**config.mk**
```make
export PLATFORM = sky130hd
export DESIGN_NAME = tfs_top
export DESIGN_NICKNAME = d
export VERILOG_FILES = /design/src/hw/tfs_pkg.sv /design/src/hw/tfs_skip_eval.sv /design/src/hw/tfs_irq_status.sv /design/src/hw/tfs_top.sv
export SDC_FILE = /design/constraint.sdc
export NUM_CORES = 1
export LEC_CHECK = 0
export BUFFER_PORTS_ARGS = -buffer_cell sky130_fd_sc_hd__buf_2
export CAP_MARGIN = 20
export CORE_AREA = 2 2 86 88
export CTS_BUF_LIST = sky130_fd_sc_hd__clkbuf_2 sky130_fd_sc_hd__clkbuf_4 sky130_fd_sc_hd__clkbuf_8
export CTS_CLUSTER_DIAMETER = 200
export CTS_CLUSTER_SIZE = 40
export DETAILED_ROUTE_END_ITERATION = 16
export DIE_AREA = 0 0 88 90
export MAX_ROUTING_LAYER = met4
export PLACE_DENSITY = 0.88
export SYNTH_ARGS = -nofsm -noshare
export SYNTH_HDL_FRONTEND = slang
export SYNTH_HIERARCHICAL = 1
export SYNTH_SLANG_ARGS = --single-unit
```
**constraint.sdc**
```tcl
create_clock -name pclk -period 6.38 [get_ports pclk]
set_input_delay 1.276 -clock pclk [delete_from_list [all_inputs] [get_ports pclk]]
set_output_delay 1.276 -clock pclk [all_outputs]
set_load 0.01 [all_outputs]
```
**src/hw/tfs_pkg.sv**
```systemverilog
// package of constants and types for the timer flag skip logic
package tfs_pkg;

    // ----------------------------------------------------------------
    // instruction codes (10-bit program words)
    // ----------------------------------------------------------------
    localparam int unsigned OP_W = 10;
    localparam logic [9:0] OP_SKIP_T1 = 10'h280;
    localparam logic [9:0] OP_SKIP_T2 = 10'h281;
    localparam logic [9:0] OP_SKIP_T3 = 10'h282;
    localparam logic [9:0] OP_SKIP_T4 = 10'h283;

    // ----------------------------------------------------------------
    // interrupt enable positions inside the control registers
    // ----------------------------------------------------------------
    localparam int unsigned CTRL_W = 4;
    localparam int unsigned T1_IRQ_EN_BIT = 2;
    localparam int unsigned T2_IRQ_EN_BIT = 3;
    localparam int unsigned T3_IRQ_EN_BIT = 0;
    localparam int unsigned T4_IRQ_EN_BIT = 1;

    // ----------------------------------------------------------------
    // register byte offsets
    // ----------------------------------------------------------------
    localparam logic [7:0] OFS_CTRL1 = 8'h00;
    localparam logic [7:0] OFS_CTRL2 = 8'h04;
    localparam logic [7:0] OFS_FLAGS = 8'h08;
    localparam logic [7:0] OFS_IRQ_STAT = 8'h0c;
    localparam logic [7:0] OFS_IRQ_MASK = 8'h10;
    localparam logic [7:0] OFS_LAST = 8'h14;
    localparam logic [7:0] OFS_SKIP_CNT = 8'h18;

    // ----------------------------------------------------------------
    // reset values
    // ----------------------------------------------------------------
    localparam logic [3:0] CTRL_RST = 4'h0;
    localparam logic [3:0] FLAGS_RST = 4'h0;
    localparam logic [7:0] IRQ_RST = 8'h00;
    localparam logic [15:0] SKIP_CNT_RST = 16'h0000;

    // ----------------------------------------------------------------
    // types
    // ----------------------------------------------------------------
    typedef struct packed {
        logic valid;
        logic [9:0] opcode;
    } tfs_instr_t;

    typedef struct packed {
        logic hit;
        logic nop;
        logic skip;
        logic [3:0] clear;
        logic [1:0] timer;
    } tfs_result_t;

endpackage

```
**src/hw/tfs_skip_eval.sv**
```systemverilog
// decode and skip decision for the four timer skip instructions
`timescale 1ns/1ps
module tfs_skip_eval
(
    // instruction in
    input wire tfs_pkg::tfs_instr_t instr,
    // flag state
    input wire logic [3:0] req_flags,
    input wire logic [3:0] irq_en,
    // decision out
    output tfs_pkg::tfs_result_t result
);

    function automatic logic [2:0] decode(input logic [9:0] op);
        case (op)
            tfs_pkg::OP_SKIP_T1: decode = 3'h4;
            tfs_pkg::OP_SKIP_T2: decode = 3'h5;
            tfs_pkg::OP_SKIP_T3: decode = 3'h6;
            tfs_pkg::OP_SKIP_T4: decode = 3'h7;
            default: decode = 3'h0;
        endcase
    endfunction

    logic [2:0] dec;
    logic taken;

    always_comb
    begin
        dec = decode(instr.opcode);
        result = '0;
        result.hit = instr.valid & dec[2];
        result.timer = dec[1:0];
        // enabled interrupt turns the instruction into a nop
        result.nop = result.hit & irq_en[dec[1:0]];
        // skip only on a set flag with the interrupt disabled
        taken = result.hit & ~irq_en[dec[1:0]] & req_flags[dec[1:0]];
        // flag at zero falls through to the next instruction
        result.skip = taken;
        result.clear = taken ? (4'h1 << dec[1:0]) : 4'h0;
    end

endmodule // tfs_skip_eval

```
**src/hw/tfs_irq_status.sv**
```systemverilog
// sticky event status with mask and write-one-to-clear
`timescale 1ns/1ps
module tfs_irq_status
#(
    parameter int unsigned W = 8
)
(
    // clock and reset
    input wire logic pclk,
    input wire logic presetn,
    // events and software access
    input wire logic [W-1:0] events,
    input wire logic [W-1:0] clr,
    input wire logic [W-1:0] mask_d,
    input wire logic mask_we,
    // state out
    output logic [W-1:0] stat_q,
    output logic [W-1:0] mask_q,
    output logic irq
);

    // a new event in the clearing cycle survives the clear
    always_ff @(posedge pclk or negedge presetn)
    begin
        if (!presetn)
            stat_q <= W'(tfs_pkg::IRQ_RST);
        else
            stat_q <= (stat_q & ~clr) | events;
    end

    always_ff @(posedge pclk or negedge presetn)
    begin
        if (!presetn)
            mask_q <= W'(tfs_pkg::IRQ_RST);
        else if (mask_we)
            mask_q <= mask_d;
    end

    assign irq = |(stat_q & mask_q);

endmodule // tfs_irq_status

```
**src/hw/tfs_top.sv**
```systemverilog
// timer flag skip logic: apb registers, request flags and skip execution
//
// Contract
// - timer one, enable clear and flag set: skip next, then clear flag
// - timer one enable is bit 2 of first control register; set means nop
// - timer two, enable clear and flag set: skip next, then clear flag
// - timer two enable is bit 3 of first control register; set means nop
// - timer three, enable clear and flag set: skip next, clear flag
// - timer three enable is bit 0 of second control register; set means nop
// - timer four, enable clear and flag set: skip next, clear flag
// - timer four enable is bit 1 of second control register; set means nop
// - flag at zero: no skip, next instruction runs normally
//
// Our own choices: the placing of the registers and register access over APB.
`timescale 1ns/1ps
module tfs_top
(
    // clock and reset
    input wire logic pclk,
    input wire logic presetn,
    // apb slave
    input wire logic psel,
    input wire logic penable,
    input wire logic pwrite,
    input wire logic [7:0] paddr,
    input wire logic [31:0] pwdata,
    output logic [31:0] prdata,
    output logic pready,
    output logic pslverr,
    // instruction from the decoder
    input wire logic instr_valid,
    input wire logic [9:0] instr_opcode,
    // timer request events, one-cycle pulses
    input wire logic [3:0] timer_event,
    // to program counter sequencing
    output logic skip_next_q,
    output logic instr_done_q,
    // state out
    output logic [3:0] request_flags_q,
    output logic irq
);

    // ----------------------------------------------------------------
    // apb decode
    // ----------------------------------------------------------------
    logic wr_en;
    logic rd_en;
    logic addr_ok;

    function automatic logic mapped(input logic [7:0] a);
        case (a)
            tfs_pkg::OFS_CTRL1, tfs_pkg::OFS_CTRL2, tfs_pkg::OFS_FLAGS,
            tfs_pkg::OFS_IRQ_STAT, tfs_pkg::OFS_IRQ_MASK, tfs_pkg::OFS_LAST,
            tfs_pkg::OFS_SKIP_CNT: mapped = 1'b1;
            default: mapped = 1'b0;
        endcase
    endfunction

    // zero wait states: every access completes in its first access cycle
    assign pready = 1'b1;
    assign addr_ok = mapped(paddr);
    assign pslverr = psel & penable & ~addr_ok;
    assign wr_en = psel & penable & pwrite & addr_ok;
    assign rd_en = psel & penable & ~pwrite;

    // ----------------------------------------------------------------
    // interrupt control registers
    // ----------------------------------------------------------------
    logic [3:0] first_interrupt_control_register_q;
    logic [3:0] second_interrupt_control_register_q;

    always_ff @(posedge pclk or negedge presetn)
    begin
        if (!presetn)
            first_interrupt_control_register_q <= tfs_pkg::CTRL_RST;
        else if (wr_en && paddr == tfs_pkg::OFS_CTRL1)
            first_interrupt_control_register_q <= pwdata[3:0];
    end

    always_ff @(posedge pclk or negedge presetn)
    begin
        if (!presetn)
            second_interrupt_control_register_q <= tfs_pkg::CTRL_RST;
        else if (wr_en && paddr == tfs_pkg::OFS_CTRL2)
            second_interrupt_control_register_q <= pwdata[3:0];
    end

    logic timer_one_irq_enable;
    logic timer_two_irq_enable;
    logic timer_three_irq_enable;
    logic timer_four_irq_enable;

    // enable bit positions
    assign timer_one_irq_enable = first_interrupt_control_register_q[tfs_pkg::T1_IRQ_EN_BIT];
    assign timer_two_irq_enable = first_interrupt_control_register_q[tfs_pkg::T2_IRQ_EN_BIT];
    assign timer_three_irq_enable =
        second_interrupt_control_register_q[tfs_pkg::T3_IRQ_EN_BIT];
    assign timer_four_irq_enable =
        second_interrupt_control_register_q[tfs_pkg::T4_IRQ_EN_BIT];

    // ----------------------------------------------------------------
    // skip decision
    // ----------------------------------------------------------------
    tfs_pkg::tfs_instr_t instr;
    tfs_pkg::tfs_result_t res;

    assign instr.valid = instr_valid;
    assign instr.opcode = instr_opcode;

    tfs_skip_eval u_eval
    (
        .instr(instr),
        .req_flags(request_flags_q),
        .irq_en({timer_four_irq_enable, timer_three_irq_enable,
                 timer_two_irq_enable, timer_one_irq_enable}),
        .result(res)
    );

    // ----------------------------------------------------------------
    // timer request flags
    // ----------------------------------------------------------------
    logic [3:0] sw_flag_clr;
    logic timer_one_request_flag;
    logic timer_two_request_flag;
    logic timer_three_request_flag;
    logic timer_four_request_flag;

    assign sw_flag_clr = (wr_en && paddr == tfs_pkg::OFS_FLAGS) ? pwdata[3:0] : 4'h0;

    // skip clears its flag; a timer event in the same cycle still sets it
    always_ff @(posedge pclk or negedge presetn)
    begin
        if (!presetn)
            request_flags_q <= tfs_pkg::FLAGS_RST;
        else
            request_flags_q <= (request_flags_q & ~res.clear & ~sw_flag_clr)
                               | timer_event;
    end

    assign timer_one_request_flag = request_flags_q[0];
    assign timer_two_request_flag = request_flags_q[1];
    assign timer_three_request_flag = request_flags_q[2];
    assign timer_four_request_flag = request_flags_q[3];

    // ----------------------------------------------------------------
    // sequencing outputs
    // ----------------------------------------------------------------
    // single-cycle completion; the carry flag is outside this block and untouched
    always_ff @(posedge pclk or negedge presetn)
    begin
        if (!presetn)
            instr_done_q <= 1'b0;
        else
            instr_done_q <= res.hit;
    end

    always_ff @(posedge pclk or negedge presetn)
    begin
        if (!presetn)
            skip_next_q <= 1'b0;
        else
            skip_next_q <= res.skip;
    end

    // ----------------------------------------------------------------
    // last result and skip counter
    // ----------------------------------------------------------------
    logic [4:0] last_q;
    logic [15:0] skip_cnt_q;

    // last: [4] skipped, [3] nop, [2] valid, [1:0] timer
    always_ff @(posedge pclk or negedge presetn)
    begin
        if (!presetn)
            last_q <= 5'h00;
        else if (res.hit)
            last_q <= {res.skip, res.nop, 1'b1, res.timer};
    end

    always_ff @(posedge pclk or negedge presetn)
    begin
        if (!presetn)
            skip_cnt_q <= tfs_pkg::SKIP_CNT_RST;
        else if (wr_en && paddr == tfs_pkg::OFS_SKIP_CNT)
            skip_cnt_q <= pwdata[15:0];
        else if (res.skip)
            skip_cnt_q <= skip_cnt_q + 16'h0001;
    end

    // ----------------------------------------------------------------
    // interrupt status: [3:0] skip taken per timer, [7:4] nop per timer
    // ----------------------------------------------------------------
    logic [7:0] irq_events;
    logic [7:0] irq_clr;
    logic [7:0] irq_stat_q;
    logic [7:0] irq_mask_q;

    assign irq_events = {res.nop ? (4'h1 << res.timer) : 4'h0, res.clear};
    assign irq_clr = (wr_en && paddr == tfs_pkg::OFS_IRQ_STAT) ? pwdata[7:0] : 8'h00;

    tfs_irq_status #(.W(8)) u_irq
    (
        .pclk(pclk),
        .presetn(presetn),
        .events(irq_events),
        .clr(irq_clr),
        .mask_d(pwdata[7:0]),
        .mask_we(wr_en && paddr == tfs_pkg::OFS_IRQ_MASK),
        .stat_q(irq_stat_q),
        .mask_q(irq_mask_q),
        .irq(irq)
    );

    // ----------------------------------------------------------------
    // read data
    // ----------------------------------------------------------------
    logic [31:0] rdata_d;

    always_comb
    begin
        case (paddr)
            tfs_pkg::OFS_CTRL1: rdata_d = {28'h0, first_interrupt_control_register_q};
            tfs_pkg::OFS_CTRL2: rdata_d = {28'h0, second_interrupt_control_register_q};
            tfs_pkg::OFS_FLAGS: rdata_d = {28'h0, timer_four_request_flag,
                                           timer_three_request_flag,
                                           timer_two_request_flag,
                                           timer_one_request_flag};
            tfs_pkg::OFS_IRQ_STAT: rdata_d = {24'h0, irq_stat_q};
            tfs_pkg::OFS_IRQ_MASK: rdata_d = {24'h0, irq_mask_q};
            tfs_pkg::OFS_LAST: rdata_d = {27'h0, last_q};
            tfs_pkg::OFS_SKIP_CNT: rdata_d = {16'h0, skip_cnt_q};
            default: rdata_d = 32'h0;
        endcase
    end

    // prdata is a flop loaded in the setup cycle so it is valid in the access cycle
    always_ff @(posedge pclk or negedge presetn)
    begin
        if (!presetn)
            prdata <= 32'h0;
        else if (psel && !penable && !pwrite)
            prdata <= rdata_d;
        else if (rd_en)
            prdata <= prdata;
        else
            prdata <= 32'h0;
    end

endmodule // tfs_top

```
==> results of run 1 <==
-- layer usage --
layer	part of all wire [%]	GRT usage, %	vias up
met5	0	-	-
met4	1.4	9.36	0
met3	6.4	5.33	12
met2	50	36.7	112
met1	42	29.8	1424
li1	-	-	1366
-- how the worst max path moves through the flow --
stage / cells after the start / slack [ns] / end / start
finish: 4 / 2.90 / pslverr / paddr[3]
global route: 8 / 2.75 / skip_cnt_q[15] / instr_opcode[8]
CTS: 4 / 2.90 / pslverr / paddr[3]
detailed placement: 8 / 2.58 / skip_cnt_q[15] / instr_opcode[8]
global placement: 7 / 2.54 / skip_cnt_q[15] / instr_opcode[1]
floorplan: 4 / 3.04 / pslverr / paddr[2]
-- worst max-delay path, cell delays in order --
cell     delay [ns]
buf_2          0.38
nand3_1        0.19
a31oi_1        0.21
buf_2          0.15
-- sequential cells by signal (all words and copies together) (netlist names), 4 cells and up --
name / flops
u_irq/mask_q: 8
skip_cnt_q: 16
prdata: 16
request_flags_q: 4
last_q: 5
second_interrupt_control_register_q: 4
u_irq/stat_q: 8
first_interrupt_control_register_q: 4
-- power groups by stage --
stage	logic, mW	registers [mW]	clock network, mW
2_1_floorplan	0.0418	0.443	0
3_3_place_gp	0.0649	0.445	0
3_5_place_dp	0.0666	0.446	0
4_1_cts	0.0670	0.437	0.330
5_1_grt	0.0752	0.438	0.349
6_report	0.0671	0.438	0.324
-- area by class of cell --
type                       instances  area, um^2  share of cell area [%]
multi-input combinational        254        1850                    43.6
sequential                        67        1680                    39.6
timing repair buffer              69         350                    8.26
clock buffer                      12         159                    3.75
tap                               99         124                    2.92
inverter                          15        56.3                    1.33
clock inverter                     4        25.0                   0.590
-- logic make-up (layout without fill, tap and decap cells) --
kind of cell | Yosys count | in the layout | share of synthesized area, %
buf+inv | 46 | 100 | 7.10
xor+xnor | 15 | 15 | 3.52
compound gates | 61 | 61 | 11.1
flops | 67 | 67 | 44.9
other cells | 2 | 17 | 0.201
mux | 36 | 36 | 12.8
simple gates | 124 | 124 | 20.0
fa+ha+maj | 1 | 1 | 0.335
-- placed cells by master (no fill, tap or decap), types with 4 or more instances in the layout --
cell type,synthesis,routed
a22oi_1,7,7
mux2i_1,6,6
a21oi_1,17,17
buf_2,7,67
nand4_1,9,9
o21ai_0,9,9
a21o_1,8,8
nand2_1,20,20
conb_1,2,17
and2_1,10,10
nor3_1,13,13
xnor2_1,12,12
and3_1,4,4
a22o_1,11,11
mux2_2,14,14
mux2_1,4,4
clkbuf_8,0,11
mux2_4,8,8
dfrtp_1,67,67
nand3_1,10,10
inv_1,14,14
nor4_1,4,4
nor2_1,27,27
-- metrics by stage --
| stage | cells | util, % | hold slack (ns) | power (mW) |
|---|---|---|---|---|
| 2_1_floorplan | 367 | - | 0.439 | 0.485 |
| 3_3_place_gp | 503 | 57.7 | 0.459 | 0.510 |
| 3_5_place_dp | 503 | 57.7 | 0.468 | 0.512 |
| 4_1_cts | 519 | 60.3 | 0.483 | 0.834 |
| 5_1_grt | 520 | 60.4 | 0.517 | 0.863 |
| 6_report | 520 | 60.4 | 0.481 | 0.829 |
==> out/qor.yml, run 1 <==
outcome: "finished clean"
die_area_mm2: 0.00792
die_y_um: 90
worst-path-max-fanout: 22
synth.avg_cell_area_um2: 10.6
vdd_drop_max_mv: 0.155
cts.sinks: 67
holdPathEnd: "prdata[6]"
overflow: 0
tritoncts.num_buffers: 9
core_area_mm2: 0.00702
cp-start-kind: "primary input"
ys_types: 55
cts_buffer_depth: 2
intPower_mw: 0.622
p_clk_share_pct: 39.1
grt_use_total_pct: 23.6
layout_setup_ws_ns: 2.90
ant_nets: 0
gp_congestion: 0.858
hold_violations: 0
period_needed_ns: 3.48
htreeDepth: 3
place_area_mm2: 0.00405
antenna_found_initial: 0
cap_violations: 0
synth_seq_cells: 67
path_clk_slew_ns: 0.07
drcViolationCount: 0
r2r_end: "skip_cnt_q[15]"
hold_depth: 2
grt_first_pass_wirelength_um: 14200
tns_ns: 0
hold_class: "reg2reg"
stdcell_area_mm2: 0.00424
yosysSeqAreaShare_pct: 44.9
drt-vias-per-instance: 5.60
rsz0062_at_grt: "no"
yosys-top-cells-area: "dfrtp_1, mux2_2, buf_4"
slew_headroom_pct: 29.8
cp.required_ns: 5.10
worst_pin_slew_ns: 1.05
skew_ns: 0.0118
timing.rr.start: "first_interrupt_control_register_q[2]"
syn-cell-area_mm2: 0.00373
clockRootBuffer: "clkbuf_8"
syn2layout_area_growth_pct: 13.5
synth_most_common_cell: "dfrtp_1"
power-per-cell-area_mw_per_mm2: 196
pre_cts_ws_ns: 2.58
pin_count: 101
synth_edf_count: 0
endpoint_kind: "output port"
clock.fmax_mhz: 287
num_antenna_cells: 0
vias: 2914
p_seq_share_pct: 52.8
synth_flop_cell: "dfrtp_1"
grt_max_degree: 68
fillers: 562
ys_warn_count: 6
die_x_um: 88
holdBufCountCts: 0
p_leak_nw: 2.04
min_from: "prdata[6]"
start_util_pct: 53.2
initialDrtViolationCount: 190
nNetsFinal: 477
maxSlewViolCount: 0
yosysTopAreaCellShare_pct: 44.9
crit_type: "in2out"
clk-insertion-delay-late_ns: 0.34
post-cts-setup-buffer-count: 0
firstDrtPassIters: 4
finalCritPeriodShare_pct: 54.6
dp_hpwl_um: 6270
yosysTopAreaCell: "dfrtp_1"
grt_pass1_vias: 2922
p_sw_mw: 0.207
netlist_instances: 352
r2r_setup_slack_ns: 3.67
rr_worst_depth: 6
comb_power_share_pct: 8.1
drt_wl_total_um: 8530
drive_gt1_share_pct: 30.2
yosys-top-cells-count: "dfrtp_1, nor2_1, nand2_1"
cts_tree: "done"
arrival_ns: 2.21
setup_viol: 0
num_rows: 31
wl_per_cell_um: 16.4
port_buffers: 67
switching_share_pct: 25.0
cts_resized: 0
async_flop_share_pct: 100
Note: power is estimated with default switching activity, not from simulation.
==> run 2, diff against run 1 <==
Settings changed: ABC_AREA from default to 1, CORE_AREA 2 2 86 88 to 2 2 95 97, DIE_AREA 0 0 88 90 to 0 0 97 99, PLACE_DENSITY 0.88 to 0.84.
Clock period 6.38 ns to 3.2 ns, I/O delays scaled along.
==> run 2 against run 1 <==
Net effect: via count increased by 31%; setup slack lost 2.0 ns; synthesized cell count rose by 60%; register-to-register slack lost 2.3 ns; largest cell class unchanged.
==> out/qor.yml, run 2 <==
drt_wl_total_um: 10100  # +18%
grt_pass1_vias: 3662  # +25%
p_total_mw: 1.72  # +110%
maxSlewViolCount: 0  # unchanged
initialDrtViolationCount: 223  # +17%
vias: 3828  # +31%
core_area_mm2: 0.00855  # +22%
critical_path.max_stage_delay_ns: 0.21  # -0.17 ns
nNetsFinal: 696  # +46%
skew_ns: 0.00724  # -0.00452 ns
p_sw_mw: 0.405  # +96%
antenna_found_initial: 0  # unchanged
reg_top3: "prdata x16, skip_cnt_q x16"
firstDrtPassIters: 6  # +2
drcViolationCount: 0  # unchanged
synth_edf_count: 0  # unchanged
yosys-top-cells-area: "dfrtp_1, nand2_1, inv_1"
multiInputGateArea_mm2: 0.00201  # +8.9%
crit_type: "in2reg"
syn-cell-area_mm2: 0.00418  # +12%
worst-path-max-fanout: 12  # -45%
fillers: 830  # +48%
die_area_mm2: 0.00960  # +21%
post-cts-setup-buffer-count: 0  # unchanged
num_antenna_cells: 0  # unchanged
tns_ns: 0  # unchanged
cap_violations: 0  # unchanged
grt_first_pass_wirelength_um: 16800  # +19%
outcome: "finished clean"
stdcell_count: 747  # +44%
start_util_pct: 48.8  # -4.4 points
yosysTopAreaCell: "dfrtp_1"
async_flop_share_pct: 100  # unchanged
final_cell_mix: "nand2_1, inv_1, dfrtp_1, buf_2, nor2_1"
cts_tree: "done"
dpl.cell_count: 732  # +46%
die_x_um: 97  # +10%
drt-vias-per-instance: 5.12  # -8.6%
p_clk_share_pct: 42.2  # +3.1 points
holdBufCountCts: 0  # unchanged
dp_hpwl_um: 7720  # +23%
p_seq_share_pct: 50.4  # -2.4 points
num_rows: 34  # +9.7%
clk-insertion-delay-late_ns: 0.34  # about the same
ys_types: 38  # -31%
cp-start-kind: "primary input"
syn2layout_area_growth_pct: 14.0
ys_warn_count: 6  # unchanged
grt_use_total_pct: 22.4  # -1.2 points
ant_nets: 0  # unchanged
vdd_drop_max_mv: 0.276  # +79%
hold_depth: 3  # +1
period_needed_ns: 2.33
startpoint: "instr_opcode[4]"
seq_area_mm2: 0.00168  # unchanged
overflow: 0  # unchanged
yosys-top-cells-count: "nand2_1, inv_1, dfrtp_1"
cts.sinks: 67  # unchanged
tritoncts.num_buffers: 9  # unchanged
grt_max_degree: 68  # unchanged
synth_most_common_cell: "nand2_1"
cp.required_ns: 3.48  # -1.62 ns
setup_viol: 0  # unchanged
intPower_mw: 1.31  # +110%
timing.rr.start: "first_interrupt_control_register_q[3]"
synth_seq_cells: 67  # unchanged
pre_cts_ws_ns: 0.528  # -2.05 ns
switching_share_pct: 23.6  # -1.4 points
die_y_um: 99  # +10%
cts_buffer_depth: 2  # unchanged
gp_congestion: 0.924  # +7.6%
cp_slowest_cell: "inv_2"
drive_gt1_share_pct: 20.7  # -9.5 points
synth_flop_cell: "dfrtp_1"
arrival_ns: 2.62  # +0.41 ns
htreeDepth: 3  # unchanged
clockRootBuffer: "clkbuf_8"
hold_violations: 0  # unchanged
finalCritPeriodShare_pct: 72.9
rr_worst_depth: 13  # +7
yosysSeqAreaShare_pct: 40.2  # -4.8 points
cp_common_cell: "nand2_4"
clock.fmax_mhz: 428
cts_resized: 0  # unchanged
power-per-cell-area_mw_per_mm2: 361  # +84%
rsz0062_at_grt: "no"
worst_pin_slew_ns: 0.851  # -0.198 ns
yosysTopAreaCellShare_pct: 40.2  # -4.8 points
min_from: "timer_event[3]"
netlist_instances: 564  # +60%
comb_power_share_pct: 7.4  # -0.7 points
wl_per_cell_um: 13.5  # -18%
hold_class: "in2reg"
endpoint_kind: "flop"
pin_count: 101  # unchanged
layout_setup_ws_ns: 0.866  # -2.03 ns
p_leak_nw: 2.72  # +34%
port_buffers: 67  # unchanged
path_clk_slew_ns: 0.07  # about the same
final_common_cell: "nand2_1"
slew_headroom_pct: 43.3  # +13 points
timing.critical_path.cells: "buf_2 > inv_1 > nand2_1 > nor2_8 > nand3_1 > nand2_4 > inv_4 > nand2_4 > nand2_4 > nor2_4 > nand2_4 > inv_2 > inv_1 > a21oi_1 > o21ai_0 > nand2_1 > o21ai_1 > nand2_1"
synth.avg_cell_area_um2: 7.40  # -30%
-- run 2: cell types whose count changed after synthesis, sizes merged, moves of 8 or more --
cell / delta
a21o: -8
a21oi: -9
a32o: +8
and2: -10
inv: +79
mux2: -26
nand2: +165
nand3: +15
nor2: +25
o21ai: +31
o21bai: +9
xnor2: -10
-- run 2: metal layers --
| layer | up-vias | track usage, % | routed length [um] |
|---|---|---|---|
| met4 | 0 | 7.26 | 276 |
| met1 | 1762 | 26.9 | 4300 |
| met5 | - | - | 0 |
| met3 | 23 | 4.89 | 606 |
| met2 | 153 | 37.8 | 4920 |
| li1 | 1890 | - | - |
-- run 2: kinds of logic after synthesis --
| group | after synthesis | synth area share (%) |
|---|---|---|
| buf+inv | 122 | 13.1 |
| other cells | 2 | 0.180 |
| simple gates | 285 | 32.6 |
| xor+xnor | 6 | 1.26 |
| flops | 67 | 40.2 |
| fa+ha+maj | 1 | 0.300 |
| compound gates | 81 | 12.4 |
-- run 2: worst paths after layout --
path	endpoint	slack, ns
max in group asynchronous	u_irq/mask_q[3]	2.16
hold / removal	request_flags_q[3]	0.47
min in group asynchronous	skip_cnt_q[8]	0.48
setup / recovery	skip_cnt_q[2]	0.87
hold reg to reg	prdata[2]	0.48
setup reg to reg	skip_cnt_q[2]	1.32
-- run 2: cell type report --
cell class	count	share of cell area, %
clock buffer	13	3.50
clock inverter	2	0.736
tap	108	2.84
timing repair buffer	72	7.83
inverter	95	7.57
multi-input combinational	390	42.3
sequential	67	35.2
-- run 2: metrics by stage --
| stage | hold slack [ns] | utilization, % | instance area, um^2 |
|---|---|---|---|
| floorplan | 0.344 | - | 4230 |
| global placement | 0.452 | 53.3 | 4560 |
| detailed placement | 0.457 | 53.3 | 4560 |
| CTS | 0.473 | 55.7 | 4760 |
| global route | 0.462 | 55.7 | 4760 |
| finish | 0.474 | 55.7 | 4760 |
-- run 2: worst max-delay path, delay by kind of cell --
family / cells / cell delay [ns]
and+or+nand+nor: 10 / 1.04
AOI/OAI and AO/OA: 3 / 0.35
buffers and inverters: 5 / 0.59
-- run 2: power by group through the flow --
stage	logic, mW	clock network [mW]	registers, mW
after floorplan	0.0745	0	0.879
after CTS	0.128	0.734	0.865
final	0.127	0.725	0.865
after global placement	0.123	0	0.880
after detailed placement	0.127	0	0.881
after global routing	0.143	0.774	0.866
==> run 3, diff against run 2 <==
Settings changed: CORE_AREA 2 2 95 97 to 2 2 91 93, DIE_AREA 0 0 97 99 to 0 0 93 95, PLACE_DENSITY 0.84 to 0.87.
Clock period 3.2 ns to 2.2 ns, I/O delays scaled along.
==> run 3 against run 2 <==
Net effect: global-route usage grew 2.7 points; clock skew grew 0.00091 ns; total power grew 43%; routed wire length grew 0.48%; design area grew 1.6%; core utilization grew 5.3 points; worst hold slack lost 0.39 ns; sequential share of layout area shrank 0.54 points; combinational power grew 49%; sequential cell count is the same; setup slack lost 0.57 ns; first-iteration DRC count grew 47%.
==> out/qor.yml, run 3 (synthesis results as in run 2) <==
outcome: "finished clean"
finalCritPeriodShare_pct: 86.7
vias: 3954  # +3.3%
whs_ns: 0.0798  # -0.394 ns
grt_first_pass_wirelength_um: 16800  # -0.37%
critical_path.max_stage_delay_ns: 0.16  # -0.05 ns
timing.rr.start: "skip_cnt_q[0]"
r2r_end: "skip_cnt_q[8]"
cp_slowest_cell: "nand3_4"
seq_area_mm2: 0.00168  # unchanged
path_clk_slew_ns: 0.07  # about the same
cp.required_ns: 1.76  # -1.72 ns
die_area_mm2: 0.00884  # -8.0%
hold_class: "in2async"
dp_hpwl_um: 7600  # -1.5%
multiInputGateArea_mm2: 0.00201  # -0.31%
endpoint_kind: "output port"
arrival_ns: 1.47  # -1.15 ns
dpl.cell_count: 739  # +0.96%
hold_violations: 0  # unchanged
post-cts-setup-buffer-count: 0  # unchanged
stdcell_count: 753  # +0.80%
setup_viol: 0  # unchanged
p_leak_nw: 2.77  # +2.0%
reg_top3: "prdata x16, skip_cnt_q x16"
cts_buffer_depth: 2  # unchanged
overflow: 0  # unchanged
initialDrtViolationCount: 327  # +47%
htreeDepth: 3  # unchanged
antenna_found_initial: 0  # unchanged
num_antenna_cells: 0  # unchanged
crit_type: "in2out"
num_rows: 33  # -2.9%
core_area_mm2: 0.00793  # -7.3%
cts_tree: "done"
pin_count: 101  # unchanged
nNetsFinal: 706  # +1.4%
grt_use_total_pct: 25.2  # +2.7 points
die_y_um: 95  # -4.0%
fillers: 682  # -18%
path_delay_family: "simple AND/OR/NAND/NOR gates"
rsz0062_at_grt: "no"
clockRootBuffer: "clkbuf_8"
maxSlewViolCount: 0  # unchanged
timing.critical_path.cells: "buf_2 > inv_1 > nor2_2 > nand2_2 > nor2_8 > nor2_2 > nand3_4 > nor2_1 > buf_2"
drt_wl_total_um: 10200  # +0.48%
grt_pass1_vias: 3707  # +1.2%
clk-insertion-delay-late_ns: 0.36  # +0.02 ns
cp-start-kind: "primary input"
drive_gt1_share_pct: 21.6  # +0.95 points
p_total_mw: 2.46  # +43%
r2r_setup_slack_ns: 0.58  # -0.74 ns
ant_nets: 0  # unchanged
cts.sinks: 67  # unchanged
grt_max_degree: 68  # unchanged
final_common_cell: "nand2_1"
holdBufCountCts: 0  # unchanged
clock.fmax_mhz: 524
power-per-cell-area_mw_per_mm2: 508  # +41%
wl_per_cell_um: 13.5  # -0.32%
drcViolationCount: 0  # unchanged
final_cell_mix: "nand2_1, inv_1, dfrtp_1, buf_2, nor2_1"
port_buffers: 67  # unchanged
die_x_um: 93  # -4.1%
rr_worst_depth: 10  # -3
gp_congestion: 0.914  # -1.0%
cap_violations: 0  # unchanged
drt-vias-per-instance: 5.25  # +2.5%
path_buf_inv: 3  # -2
worst-path-max-fanout: 9  # -3
tritoncts.num_buffers: 9  # unchanged
period_needed_ns: 1.91
syn2layout_area_growth_pct: 15.8
tns_ns: 0  # unchanged
start_util_pct: 52.7  # +3.8 points
vdd_drop_max_mv: 0.356  # +29%
firstDrtPassIters: 5  # -1
skew_ns: 0.00814  # +0.000905 ns
cts_resized: 0  # unchanged
==> run 3: metal layers <==
metal  GRT usage, %  routed length, um  vias to the layer above
met1           29.2               4120                     1817
met2           42.0               4930                      182
li1               -                  -                     1911
met3           5.75                730                       44
met4           11.0                371                        0
met5              -                  0                        -
==> run 3: report_power, final <==
part / switching [mW] / internal [mW] / total, mW / leakage (nW)
combinational: 0.128 / 0.0608 / 0.189 / 1.86
clock: 0.460 / 0.551 / 1.01 / 0.0985
sequential: 0.0107 / 1.25 / 1.26 / 0.813
total: 0.599 / 1.86 / 2.46 / 2.77
==> run 3: area by class of cell <==
type | count | share of cell area (%)
Multi-Input combinational cell | 390 | 41.5
Sequential cell | 67 | 34.7
Timing Repair Buffer | 82 | 9.79
Inverter | 95 | 7.46
Clock buffer | 11 | 3.00
Tap cell | 105 | 2.72
Clock inverter | 3 | 0.828
==> run 3: how the worst max path moves through the flow <==
stage | from | cells past startpoint | end | slack [ns]
finish | paddr[4] | 9 | pslverr | 0.29
global route | instr_opcode[4] | 16 | skip_cnt_q[2] | 0.20
CTS | paddr[4] | 8 | pslverr | 0.29
detailed placement | instr_opcode[4] | 16 | skip_cnt_q[14] | 0.02
global placement | instr_opcode[4] | 16 | skip_cnt_q[14] | 0.09
floorplan | instr_opcode[4] | 17 | skip_cnt_q[8] | 0.12
==> run 3: per-stage QoR <==
stage,setup WS [ns],util (%),instance area (um^2)
floorplan,0.120,-,4230
global placement,0.0855,58.6,4650
detailed placement,0.0193,58.6,4650
CTS,0.286,61.0,4830
global route,0.201,61.0,4830
finish,0.292,61.0,4830
